<file path="src/rtl/cfg_store_defs.svh">
// Purpose: Named constants for the configuration store and its interface setup
// Assumes: 250 MHz core clock
// Notes: Included by the package and by the design modules
`ifndef CFG_STORE_DEFS_SVH
`define CFG_STORE_DEFS_SVH

`define WORD_W 16
`define IDX_W 6
`define STORE_DEPTH 64
`define CUST_LAST_IDX 6'h39
`define WORD_RESET 16'h0000
`define WORD_IDENT_LOW 6'h00
`define WORD_IDENT_HIGH 6'h01
`define WORD_IFACE 6'h02

`define CMD_WRITE_FIRST 8'h40
`define CMD_WRITE_LAST 8'h79
`define CMD_READ_FIRST 8'h00
`define CMD_READ_LAST 8'h39

`define F_ADDR_HI 6
`define F_ADDR_LO 0
`define F_INT_HI 8
`define F_INT_LO 7
`define F_SEL_POL 9
`define F_CLK_HI 11
`define F_CLK_LO 10

`define INT_EOC 2'h0
`define INT_ABOVE 2'h1
`define INT_BELOW 2'h2
`define INT_WINDOW 2'h3

`define HS_FIRST_ADDR 7'h04
`define HS_LAST_ADDR 7'h07
`define TENBIT_PREFIX 5'h1e
`define CMD_BYTES 2'h3
`define BYTE_CNT_ZERO 2'h0
`define BYTE_CNT_ONE 2'h1
`define BYTE_CNT_TWO 2'h2

`define RES_W 24
`define PROG_TIME_NS 16000000
`define CLK_PERIOD_NS 4
`define PROG_CYCLES (`PROG_TIME_NS / `CLK_PERIOD_NS)
`define PROG_CNT_W 22

`endif

</file>
<file path="src/rtl/cfg_store_pkg.sv">
// Purpose: Types shared by the configuration store modules
// Assumes: cfg_store_defs.svh supplies the word and index widths
// Notes: Structs carry grouped signals between modules
`include "cfg_store_defs.svh"

package cfg_store_pkg;

  typedef struct packed {
    logic [1:0] clock_shape;
    logic select_high;
    logic [1:0] int_mode;
    logic [6:0] target_addr;
  } iface_cfg_t;

  typedef struct packed {
    logic en;
    logic [`IDX_W-1:0] index;
    logic [`WORD_W-1:0] data;
  } word_wr_t;

  typedef struct packed {
    logic [7:0] code;
    logic [`WORD_W-1:0] data;
  } cmd_t;

  typedef enum logic [0:0] {
    PROG_IDLE = 1'b0,
    PROG_BUSY = 1'b1
  } prog_state_t;

  typedef enum logic [0:0] {
    FE_LOAD = 1'b0,
    FE_READY = 1'b1
  } fe_state_t;

endpackage

</file>
<file path="src/rtl/config_memory_and_interface_setup.sv">
// Purpose: Rewritable configuration store, command front end, end-of-conversion pin
// Assumes: Byte shifter on the same clock delivers address and data bytes
// Notes: Select pin is asynchronous and passes a two-stage synchroniser
//
// Behaviour
// Mandatory bus features; no stretching, no 10-bit
// High-speed mode commands always carry three bytes
// Store holds 16-bit rewritable customer words
// Customer writes use command codes 40h to 79h
// Trim sector writable only by factory flow
// Word write finishes within 16 ms
// Host reads back written words to verify
// Words 0 and 1 form customer identifier
// Word 2 bits 6:0 set target address
// Word 2 bits 8:7 select pin function
// Codes 01/10 track crossing of threshold one
// Code 11, t1>t2: low inside band, else high
// Code 11, t1<=t2: high inside band, else low
// Word 2 bit 9 sets select polarity
// End-of-conversion: pin high after measurement completes
// Word 2 bits 11:10 set clock shape
// Busy while programming; commands not processed
// Word 2 loaded into active setup at power-up
`timescale 1ns/1ns
`include "cfg_store_defs.svh"

module config_memory_and_interface_setup
  import cfg_store_pkg::*;
#(
  parameter int unsigned PROG_CYCLES = `PROG_CYCLES
) (
  // Clock and reset
  input wire logic clk,
  input wire logic nrst,
  // Address byte from the serial shifter
  input wire logic addr_valid,
  input wire logic [7:0] addr_byte,
  output logic addr_ack_r,
  // Command bytes and frame end
  input wire logic byte_valid,
  input wire logic [7:0] byte_data,
  input wire logic stop,
  // Read answer
  output logic rd_valid_r,
  output logic [`WORD_W-1:0] rd_data_r,
  output logic busy,
  // Clock line, never held low by this target
  output logic scl_out,
  output logic scl_oe,
  // Factory test flow write port
  input wire logic trim_wr_en,
  input wire logic [`IDX_W-1:0] trim_index,
  input wire logic [`WORD_W-1:0] trim_data,
  // Measurement results
  input wire logic conditioned_result_done,
  input wire logic [`RES_W-1:0] conditioned_result,
  input wire logic [`RES_W-1:0] threshold_one,
  input wire logic [`RES_W-1:0] threshold_two,
  output logic eoc_r,
  // Serial peripheral setup
  input wire logic select_pin,
  output logic spi_selected_r,
  output logic sclk_idle_high,
  output logic latch_falling,
  // Active configuration view
  output logic [2*`WORD_W-1:0] customer_ident_r,
  output logic [6:0] target_addr,
  output logic hs_active_r
);

  // True when lo <= x < hi
  function automatic logic in_band(input logic [`RES_W-1:0] lo,
                                   input logic [`RES_W-1:0] hi,
                                   input logic [`RES_W-1:0] x);
    in_band = (lo <= x) && (x < hi);
  endfunction

  // Cut an iface word into the active configuration
  function automatic iface_cfg_t unpack_cfg(input logic [`WORD_W-1:0] w);
    iface_cfg_t c;
    c.target_addr = w[`F_ADDR_HI:`F_ADDR_LO];
    c.int_mode = w[`F_INT_HI:`F_INT_LO];
    c.select_high = w[`F_SEL_POL];
    c.clock_shape = w[`F_CLK_HI:`F_CLK_LO];
    unpack_cfg = c;
  endfunction

  fe_state_t fe_r, fe_nxt;
  iface_cfg_t cfg_r, cfg_nxt;
  cmd_t buf_r, buf_nxt;
  logic [1:0] cnt_r, cnt_nxt;
  logic drop_r, drop_nxt;
  logic hs_nxt;
  logic ack_nxt;
  logic rdv_nxt;
  logic [`WORD_W-1:0] rdd_nxt;
  logic eoc_nxt;
  logic sel_meta_r, sel_sync_r, sel_nxt;
  logic sel_primed_r;
  logic [2*`WORD_W-1:0] ident_nxt;

  word_wr_t wr;
  logic store_busy;
  logic [`IDX_W-1:0] rd_index;
  logic [`WORD_W-1:0] rd_word, ident_low, ident_high, iface_word;
  logic [6:0] addr7;
  logic is_hs_code, is_tenbit, exec, is_write, is_read, cmd_done;

  nv_word_store #(
    .PROG_CYCLES(PROG_CYCLES)
  ) u_store (
    .clk(clk),
    .nrst(nrst),
    .wr(wr),
    .trim_unlock(trim_wr_en),
    .busy(store_busy),
    .rd_index(rd_index),
    .rd_word(rd_word),
    .ident_low(ident_low),
    .ident_high(ident_high),
    .iface_word(iface_word)
  );

  // Nothing is served until the setup word is loaded
  assign busy = store_busy || (fe_r == FE_LOAD);

  assign addr7 = addr_byte[7:1];
  assign is_hs_code = (addr7 >= `HS_FIRST_ADDR) && (addr7 <= `HS_LAST_ADDR);
  assign is_tenbit = (addr_byte[7:3] == `TENBIT_PREFIX);

  // A frame runs only on stop, with bytes present and none dropped
  assign exec = stop && !drop_r && (cnt_r != `BYTE_CNT_ZERO) && !busy;
  assign is_write = (buf_r.code >= `CMD_WRITE_FIRST) && (buf_r.code <= `CMD_WRITE_LAST);
  assign is_read = (buf_r.code <= `CMD_READ_LAST);
  // Under high-speed mode a short frame is thrown away whole
  assign cmd_done = exec && (!hs_active_r || cnt_r == `CMD_BYTES);
  assign rd_index = buf_r.code[`IDX_W-1:0];

  always_comb begin
    wr = '0;
    if (trim_wr_en) begin
      // Factory flow owns the port for that cycle
      wr.en = 1'b1;
      wr.index = trim_index;
      wr.data = trim_data;
    end else if (cmd_done && is_write && cnt_r == `CMD_BYTES) begin
      wr.en = 1'b1;
      wr.index = `IDX_W'(buf_r.code - `CMD_WRITE_FIRST);
      wr.data = buf_r.data;
    end
  end

  // Front end: power-up load, byte collection, execution
  always_comb begin
    fe_nxt = fe_r;
    cfg_nxt = cfg_r;
    buf_nxt = buf_r;
    cnt_nxt = cnt_r;
    drop_nxt = drop_r;
    hs_nxt = hs_active_r;
    ack_nxt = 1'b0;
    rdv_nxt = 1'b0;
    rdd_nxt = rd_data_r;
    unique case (fe_r)
      FE_LOAD: begin
        cfg_nxt = unpack_cfg(iface_word);
        fe_nxt = FE_READY;
      end
      FE_READY: begin
        if (addr_valid) begin
          if (is_hs_code) begin
            hs_nxt = 1'b1;
          end else begin
            ack_nxt = !is_tenbit && (addr7 == cfg_r.target_addr);
          end
        end
        if (byte_valid) begin
          if (busy || cnt_r == `CMD_BYTES) begin
            drop_nxt = 1'b1;
          end else begin
            unique case (cnt_r)
              `BYTE_CNT_ZERO: buf_nxt.code = byte_data;
              `BYTE_CNT_ONE: buf_nxt.data[`WORD_W-1:8] = byte_data;
              default: buf_nxt.data[7:0] = byte_data;
            endcase
            cnt_nxt = cnt_r + `BYTE_CNT_ONE;
          end
        end
        if (cmd_done && is_read && !is_write) begin
          rdv_nxt = 1'b1;
          rdd_nxt = rd_word;
        end
        if (stop) begin
          cnt_nxt = `BYTE_CNT_ZERO;
          drop_nxt = 1'b0;
          hs_nxt = 1'b0;
          buf_nxt = '0;
        end
      end
    endcase
  end

  always_ff @(posedge clk) begin
    if (!nrst) begin
      fe_r <= FE_LOAD;
      cfg_r <= '0;
      buf_r <= '0;
      cnt_r <= `BYTE_CNT_ZERO;
      drop_r <= 1'b0;
      hs_active_r <= 1'b0;
      addr_ack_r <= 1'b0;
      rd_valid_r <= 1'b0;
      rd_data_r <= `WORD_RESET;
    end else begin
      fe_r <= fe_nxt;
      cfg_r <= cfg_nxt;
      buf_r <= buf_nxt;
      cnt_r <= cnt_nxt;
      drop_r <= drop_nxt;
      hs_active_r <= hs_nxt;
      addr_ack_r <= ack_nxt;
      rd_valid_r <= rdv_nxt;
      rd_data_r <= rdd_nxt;
    end
  end

  // The target never drives the clock line, so it cannot stretch
  assign scl_out = 1'b0;
  assign scl_oe = 1'b0;

  // End-of-conversion / threshold pin
  always_comb begin
    eoc_nxt = eoc_r;
    unique case (cfg_r.int_mode)
      `INT_EOC: begin
        if (conditioned_result_done) begin
          eoc_nxt = 1'b1;
        end else if (cmd_done) begin
          eoc_nxt = 1'b0;
        end
      end
      `INT_ABOVE: begin
        // Equal to the threshold holds the previous level
        if (conditioned_result_done && conditioned_result > threshold_one) begin
          eoc_nxt = 1'b1;
        end else if (conditioned_result_done && conditioned_result < threshold_one) begin
          eoc_nxt = 1'b0;
        end
      end
      `INT_BELOW: begin
        if (conditioned_result_done && conditioned_result < threshold_one) begin
          eoc_nxt = 1'b1;
        end else if (conditioned_result_done && conditioned_result > threshold_one) begin
          eoc_nxt = 1'b0;
        end
      end
      `INT_WINDOW: begin
        if (conditioned_result_done) begin
          if (threshold_one > threshold_two) begin
            eoc_nxt = !in_band(threshold_two, threshold_one, conditioned_result);
          end else begin
            eoc_nxt = in_band(threshold_one, threshold_two, conditioned_result);
          end
        end
      end
    endcase
  end

  always_ff @(posedge clk) begin
    if (!nrst) begin
      eoc_r <= 1'b0;
    end else begin
      eoc_r <= eoc_nxt;
    end
  end

  // Select pin synchroniser, then polarity match
  assign sel_nxt = (sel_sync_r == cfg_r.select_high);
  assign ident_nxt = {ident_high, ident_low};

  // Right after reset the second stage still holds its reset value, which
  // matches the default active-low polarity; wait one more edge for a real
  // pin sample so an idle pin never shows a false select pulse
  always_ff @(posedge clk) begin
    if (!nrst) begin
      sel_meta_r <= 1'b0;
      sel_sync_r <= 1'b0;
      sel_primed_r <= 1'b0;
      spi_selected_r <= 1'b0;
      customer_ident_r <= '0;
    end else begin
      sel_meta_r <= select_pin;
      sel_sync_r <= sel_meta_r;
      sel_primed_r <= (fe_r == FE_READY);
      spi_selected_r <= sel_nxt && sel_primed_r;
      customer_ident_r <= ident_nxt;
    end
  end

  // Clock shape: 00 and 11 latch on rising, 01 and 10 on falling
  assign sclk_idle_high = cfg_r.clock_shape[1];
  assign latch_falling = cfg_r.clock_shape[1] ^ cfg_r.clock_shape[0];
  assign target_addr = cfg_r.target_addr;

endmodule

</file>
<file path="src/rtl/nv_word_store.sv">
// Purpose: Word store with timed programming and a protected trim sector
// Assumes: One write at a time; caller waits while busy is high
// Notes: Contents return to defaults on nrst, standing in for power-up
`timescale 1ns/1ns
`include "cfg_store_defs.svh"

module nv_word_store
  import cfg_store_pkg::*;
#(
  parameter int unsigned PROG_CYCLES = `PROG_CYCLES
) (
  // Clock and reset
  input wire logic clk,
  input wire logic nrst,
  // Write request, taken only while idle
  input word_wr_t wr,
  input wire logic trim_unlock,
  output logic busy,
  // Read side
  input wire logic [`IDX_W-1:0] rd_index,
  output logic [`WORD_W-1:0] rd_word,
  output logic [`WORD_W-1:0] ident_low,
  output logic [`WORD_W-1:0] ident_high,
  output logic [`WORD_W-1:0] iface_word
);

  logic [`WORD_W-1:0] mem_r [`STORE_DEPTH];
  logic [`WORD_W-1:0] mem_nxt [`STORE_DEPTH];
  prog_state_t state_r, state_nxt;
  logic [`PROG_CNT_W-1:0] cnt_r, cnt_nxt;
  word_wr_t pend_r, pend_nxt;
  logic allowed;

  // Trim words sit above the customer sector and need the factory unlock
  assign allowed = (wr.index <= `CUST_LAST_IDX) || trim_unlock;

  always_comb begin
    mem_nxt = mem_r;
    state_nxt = state_r;
    cnt_nxt = cnt_r;
    pend_nxt = pend_r;
    unique case (state_r)
      PROG_IDLE: begin
        if (wr.en && allowed) begin
          pend_nxt = wr;
          cnt_nxt = '0;
          state_nxt = PROG_BUSY;
        end
      end
      PROG_BUSY: begin
        // Commit lands exactly PROG_CYCLES after acceptance, inside the limit
        if (cnt_r == `PROG_CNT_W'(PROG_CYCLES - 1)) begin
          mem_nxt[pend_r.index] = pend_r.data;
          state_nxt = PROG_IDLE;
        end else begin
          cnt_nxt = cnt_r + `PROG_CNT_W'(1);
        end
      end
    endcase
  end

  always_ff @(posedge clk) begin
    if (!nrst) begin
      for (int i = 0; i < `STORE_DEPTH; i++) begin
        mem_r[i] <= `WORD_RESET;
      end
      state_r <= PROG_IDLE;
      cnt_r <= '0;
      pend_r <= '0;
    end else begin
      mem_r <= mem_nxt;
      state_r <= state_nxt;
      cnt_r <= cnt_nxt;
      pend_r <= pend_nxt;
    end
  end

  assign busy = (state_r == PROG_BUSY);
  assign rd_word = mem_r[rd_index];
  assign ident_low = mem_r[`WORD_IDENT_LOW];
  assign ident_high = mem_r[`WORD_IDENT_HIGH];
  assign iface_word = mem_r[`WORD_IFACE];

endmodule

</file>
<file path="config.mk">
export PLATFORM = sky130hd
export DESIGN_NAME = config_memory_and_interface_setup
export DESIGN_NICKNAME = d
export VERILOG_FILES = /design/src/rtl/cfg_store_pkg.sv /design/src/rtl/config_memory_and_interface_setup.sv /design/src/rtl/nv_word_store.sv
export VERILOG_INCLUDE_DIRS = /design/src /design/src/rtl
export SDC_FILE = /design/constraint.sdc
export NUM_CORES = 2
export LEC_CHECK = 0
export BUFFER_PORTS_ARGS = -buffer_cell sky130_fd_sc_hd__buf_4
export CAP_MARGIN = 30
export CORE_ASPECT_RATIO = 0.7
export CORE_UTILIZATION = 55
export CTS_CLUSTER_SIZE = 24
export DETAILED_ROUTE_END_ITERATION = 8
export GPL_TIMING_DRIVEN = 0
export HOLD_SLACK_MARGIN = 0.03
export PLACE_DENSITY_LB_ADDON = 0.05
export SYNTH_ARGS = -nofsm -noshare
export SYNTH_HDL_FRONTEND = slang
export SYNTH_SLANG_ARGS = --single-unit
</file>
<file path="constraint.sdc">
create_clock -name clk -period 2.66 [get_ports clk]
set_input_delay 0.133 -clock clk [delete_from_list [all_inputs] [get_ports clk]]
set_output_delay 0.133 -clock clk [all_outputs]
set_load 0.01 [all_outputs]
</file>
Word level (Yosys, flattened, before mapping)
Index checks and enable logic that the tools add are counted.
Word-level totals
  bits of input ports: 118
  output and inout bits: 65
  register bits after elaboration: 1165
Operators by class
  mux-type cells: 40
  eq/ne operators: 17
  bitwise gates (word level): 7
  reductions and logical operators: 51
  $lt $le $gt $ge: 15
  add/sub/neg operators: 3
Operators with widths (number)
  bitwise mux 1024 bit: 1
  binary-select mux 16 bit (select 6 bit): 1
  demux 16 bit (select 6 bit): 1
  2-to-1 mux 24 bit: 3
  > comparator 24 bit: 2
  <= comparator 24 bit: 2
  < comparator 24 bit: 2
  2-to-1 mux 16 bit: 3
  2-to-1 mux 23 bit: 2
  2-to-1 mux 22 bit: 2
  one-hot mux 22 bit (2 select lines): 1
  2-to-1 mux 8 bit: 3
  adder 22 x 1 -> 22 bit (second input constant): 1
  == test 22 bit (second input constant): 1
  logical AND 1 bit: 18
  2-to-1 mux 1 bit: 18
  AND reduction 4 bit: 4
  >= comparator 7 bit (second input constant): 2
  inverter 6 -> 7 bit: 2
  nonzero test 2 bit: 7
  AND reduction 2 bit: 5
  != test 3 bit (second input constant): 3
  AND reduction 3 bit: 3
  >= comparator 8 x 7 -> 1 bit (second input constant): 1
  25 further kinds: 45

Longest topological paths before layout
  word-level depth: 14
  gate-level depth with buffers: 11
  depth with buffers taken out: 10

Modules after synthesis
A second synthesis with hierarchy kept.
Unflattened totals
  cells, all modules: 5105
  area total of the unflattened synthesis: 48940.7 µm²
Modules (own cells, without submodules)
  nv_word_store: cells an instance 4482, area each 43221.5 µm², sequential area each 21400.5 µm², instances 1
  config_memory_and_interface_setup: cells an instance 623, area each 5719.2 µm², sequential area each 1921.8 µm², instances 1

Worst setup path after synthesis
No wires, ideal clock.
  path type: reg2reg
  from: register u_store.cnt_r[0]
  to: register u_store.mem_r[262] (netlist name)
  library setup time: 0.116 ns
  slack: 0.267 ns
  data arrival time: 2.277 ns
  period minus slack after synthesis: 2.393 ns
  cell stages (with the launch flop): 11
  data required time: 2.544 ns
  cells stage by stage: dfxtp_1 > ha_1 > nand3_2 > nor4_4 > nand4_1 > or2_2 > nor2_2 > nand2_1 > clkbuf_1 > nand2_1 > a21boi_1
On the way
  word-level cells in the longest chain between the ends: 2
RTL lines
  start, declared: RTL line nv_word_store.sv:30  | logic [`PROG_CNT_W-1:0] cnt_r, cnt_nxt;
  start signal, assigned: RTL line nv_word_store.sv:73  | cnt_r <= cnt_nxt;
  == test 22 bit: RTL line nv_word_store.sv:52  | if (cnt_r == `PROG_CNT_W'(PROG_CYCLES - 1)) begin
  AND reduction 2 bit (no line)
  end signal, assigned by index: RTL line nv_word_store.sv:65  | mem_r[i] <= `WORD_RESET;
  end signal, assigned: RTL line nv_word_store.sv:71  | mem_r <= mem_nxt;
  end, declared: RTL line nv_word_store.sv:27  | logic [`WORD_W-1:0] mem_r [`STORE_DEPTH];
Every way passes these cells.
A chain may end at the register's enable or synchronous reset.

Worst setup path in the final report
  from: register u_store.cnt_r[1]
  to: register u_store.mem_r[517] (netlist name)
The elaborated chain is that of the path after synthesis.

==> out/summary.json <==
{
  "share_seq_of_total_power": {"value": 46.7, "unit": "%"},
  "floorplan.die_area": {"value": 99860, "unit": "µm²"},
  "crit_family": {"value": "simple AND/OR/NAND/NOR gates"},
  "nFillCells": {"value": 7639},
  "final_layout_size_suffix_gt1_share": {"value": 21.85, "unit": "%"},
  "site_row_count": {"value": 95},
  "combPwrFrac": {"value": 8.8, "unit": "%"},
  "vias_after_detailed_routing": {"value": 50510},
  "layout.cells.most_common": {"value": "nand2_1"},
  "h-tree-depth": {"value": 3},
  "final_max_slew_viol_count": {"value": 0},
  "post-layout-total-power": {"value": 37530, "unit": "µW"},
  "unrepaired_setup_endpoints_after_global_routing": {"value": "true"},
  "floorplan.io_pins": {"value": 183},
  "power.leakage": {"value": 0.02288, "unit": "µW"},
  "synth_unique_cells": {"value": 66},
  "port_buffers": {"value": 179},
  "initial_core_util": {"value": 56.04, "unit": "%"},
  "detailed_place_hpwl": {"value": 157100, "unit": "µm"},
  "rrSetupSlack": {"value": -0.10, "unit": "ns"},
  "worst-slew-pin-transition": {"value": 1.233, "unit": "ns"},
  "critical_path.startpoint_type": {"value": "register"},
  "synth.yosys.seq_area_share": {"value": 43.01, "unit": "%"},
  "postSynthCellCount": {"value": 6220},
  "worst_setup_path_startpoint": {"value": "u_store.cnt_r[1]"},
  "end_kind": {"value": "register"},
  "clock_sink_count": {"value": 1165},
  "layout.cells.non_filler": {"value": 8159},
  "pin_count_of_the_biggest_net_entering_global_routing": {"value": 17},
  "r2r_cells": {"value": 13},
  "post_drt_via_cell_ratio": {"value": 6.190},
  "synth_edf_count": {"value": 0},
  "cts_made_buffers": {"value": 112},
  "criticalPathCategory": {"value": "register to register"},
  "wl": {"value": 220400, "unit": "µm"},
  "hold_viol": {"value": 0},
  "cp_max_fo": {"value": 10},
  "critical-path-slowest-cell": {"value": "dfxtp_4"},
  "worst_slack": {"value": -0.1033, "unit": "ns"},
  "die_width": {"value": 377.3, "unit": "µm"},
  "coreArea": {"value": 96760, "unit": "µm²"},
  "max_slew_margin": {"value": 17.79, "unit": "%"},
  "global_route.usage.total": {"value": 42.18, "unit": "%"},
  "crit_path_end": {"value": "u_store.mem_r[517]"},
  "detailedRoute.firstIterationViolations": {"value": 7015},
  "failed_checks": {"value": "negative setup slack"},
  "global_route_wire_length_before_repair": {"value": 308500, "unit": "µm"},
  "max_cap_violations": {"value": 0},
  "sw_frac_of_total": {"value": 25.96, "unit": "%"},
  "internal_power": {"value": 27780, "unit": "µW"},
  "fmax": {"value": 0.3619, "unit": "GHz"},
  "run_status": {"value": "complete, but fails checks"},
  "drt-pass1-iter-count": {"value": 6},
  "ant_nets": {"value": 0},
  "critical_path_depth": {"value": 13},
  "clock_tree.buffer_depth": {"value": 3},
  "layout_common_cells": {"value": "1957 x nand2_1, 1158 x dfxtp_1, 613 x a21boi_1"},
  "syn_area": {"value": 54220, "unit": "µm²"},
  "clock_period_minus_final_worst_setup_slack": {"value": 2.763, "unit": "ns"},
  "p_switching": {"value": 9743, "unit": "µW"},
  "syn_avg_cell_area": {"value": 8.717, "unit": "µm²"},
  "final_area": {"value": 67410, "unit": "µm²"},
  "synth_ff_type": {"value": "dfxtp_1"},
  "place_area": {"value": 57840, "unit": "µm²"},
  "finalClockSkew": {"value": 0.02612, "unit": "ns"},
  "tritoncts": {"value": "built"},
  "power.ir.vdd_worst": {"value": 0.6622, "unit": "mV"},
  "synth-seq-cells": {"value": 1165},
  "synth_async_sr_flop_share": {"value": 0, "unit": "%"},
  "seq_area": {"value": 23340, "unit": "µm²"},
  "post_drt_wl_per_cell": {"value": 27.01, "unit": "µm"},
  "clockPowerShare": {"value": 44.5, "unit": "%"},
  "globalRoute.totalOverflow": {"value": 0},
  "gp_congestion": {"value": 1.031},
  "critical_path.reg2reg.startpoint": {"value": "u_store.cnt_r[1]"},
  "antenna_violations_before_repair": {"value": 10},
  "place_inst": {"value": 7751},
  "multi_input_comb_area": {"value": 30770, "unit": "µm²"},
  "syn_to_final_growth": {"value": 24.33, "unit": "%"},
  "clk_root_buffer_cell": {"value": "clkbuf_16"},
  "critical_path_arrival": {"value": 3.44, "unit": "ns"},
  "min_period_over_period": {"value": 103.9, "unit": "%"},
  "die_y": {"value": 264.7, "unit": "µm"},
  "first_global_vias": {"value": 45530},
  "route.detailed.drc": {"value": 0},
  "post_place_setup_slack": {"value": -1.527, "unit": "ns"},
  "worst_ep_required_time": {"value": 3.34, "unit": "ns"},
  "timing.rr.end": {"value": "u_store.mem_r[517]"},
  "cts.clk_slew.worst_paths": {"value": 0.07, "unit": "ns"},
  "power_density": {"value": 556.6, "unit": "nW/µm²"},
  "critical-path-max-stage-delay": {"value": 0.37, "unit": "ns"},
  "path_cells": {"value": "ha_4 -> nand3_4 -> nor4_4 -> buf_4 -> nand4_4 -> nor2_8 -> buf_12 -> nand3_4 -> buf_12 -> nor2_4 -> buf_6 -> nand2_1 -> a21boi_1"},
  "critPathBufInv": {"value": 4},
  "setup_violations": {"value": 128},
  "ys_warn_count": {"value": 0},
  "worstHoldPathType": {"value": "input port to register"},
  "clk-insertion-delay-late": {"value": 0.75, "unit": "ns"},
  "design.final.nets": {"value": 6955}
}
-- cell type report --
class                      count  area share [%]
clock buffer                 158           4.770
tap                         1309           2.429
clock inverter                43          0.7999
buffer                       509           4.788
timing repair buffer         432           6.618
antenna                        2        0.007424
inverter                      59          0.3285
multi-input combinational   4482           45.64
sequential                  1165           34.62
-- synth_stat cells, drive strengths merged (2+ instances only) --
library cell,count,area [µm²]
a211oi,3,22.52
or3b,2,17.52
o221ai,48,420.4
a21o,8,60.06
nand3,24,150.1
o311ai,2,17.52
or3,4,25.02
o221a,2,22.52
nand2,2187,8254
a31o,2,17.52
mux2i,228,2282
or2,5,31.28
dfxtp,1165,23320
nand4,21,146.4
inv,59,221.5
mux4,192,4324
nor3,40,211.5
nor2b,57,356.6
a21boi,1027,7710
buf,135,743.2
o21ai,74,370.4
and2,47,294.0
a221oi,3,26.28
a31oi,4,25.02
xnor2,6,52.55
clkbuf,380,1426
nor3b,4,30.03
or4,3,22.52
xor2,10,87.58
nand3b,3,22.52
nor2,172,993.5
o22ai,48,300.3
o211a,26,260.3
ha,76,950.9
nor4,10,92.59
and3,7,43.79
o211ai,4,30.03
a22oi,23,172.7
a21oi,71,355.3
o32ai,17,148.9
nand2b,9,56.30
-- kinds of logic (layout without fill, tap and decap cells) --
| group | after synthesis | count (layout) | share of synthesized area (%) |
|---|---|---|---|
| adder cells (fa/ha/maj) | 76 | 76 | 1.754 |
| XOR/XNOR | 16 | 16 | 0.2584 |
| other | 1 | 4 | 0.006916 |
| flip-flops | 1165 | 1165 | 43.01 |
| AND/OR/NAND/NOR | 2599 | 2599 | 19.89 |
| buffers and inverters | 574 | 1201 | 4.410 |
| multiplexers | 420 | 420 | 12.18 |
| AO/OA/AOI/OAI | 1369 | 1369 | 18.48 |
-- through the flow --
stage	hold WS (ns)	TNS, ns	utilization [%]
after floorplan	0.1607	0	-
after global placement	0.2530	-1104.60	59.12
after detailed placement	0.2620	-618.68	59.78
after CTS	0.03461	-0.1598	66.33
after global routing	0.05843	-26.04	69.67
final	0.06116	-2.984	69.68
-- how the worst min path moves through the flow --
stage | from | to | slack [ns] | cells past startpoint
2_1_floorplan | nrst | fe_r | 0.16 | 0
3_3_place_gp | nrst | fe_r | 0.25 | 1
3_5_place_dp | nrst | fe_r | 0.26 | 1
4_1_cts | nrst | fe_r | 0.03 | 2
5_1_grt | nrst | fe_r | 0.06 | 2
6_report | nrst | fe_r | 0.06 | 2
-- registers in the layout, summed over array words and instances, names as in the netlist, 2 cells and up --
signal / flops
cfg_r: 4
u_store.cnt_r: 22
u_store.ident_low: 16
target_addr: 7
u_store.iface_word: 16
rd_data_r: 16
u_store.mem_r: 976
u_store.pend_r: 22
buf_r: 24
u_store.ident_high: 16
customer_ident_r: 32
cnt_r: 2
-- power groups by stage --
stage,logic [µW],clock network (µW),registers (µW)
floorplan,1480,0,17900
global placement,2740,0,17900
detailed placement,2860,0,17900
CTS,3010,16700,17500
global route,3340,17400,17500
finish,3300,16700,17500
-- what timing repair did --
action                                   CTS  global route
pin swaps                                 83           308
endpoints found under the setup margin  1085          1024
endpoints found under the hold margin     54             0
cloned                                     4            29
resized for setup                        451           998
hold buffers                              41             0
setup buffers                             69            55
-- layer usage --
metal  vias to the layer above  wire length (µm)  track usage [%]
met1                     24530             89050            60.50
met3                       520             33390            14.81
met4                         8             10410            18.03
met5                         -                54                0
met2                      3292             87450            56.67
li1                      22150                 -                -
Note: power is estimated with default switching activity, not from simulation.
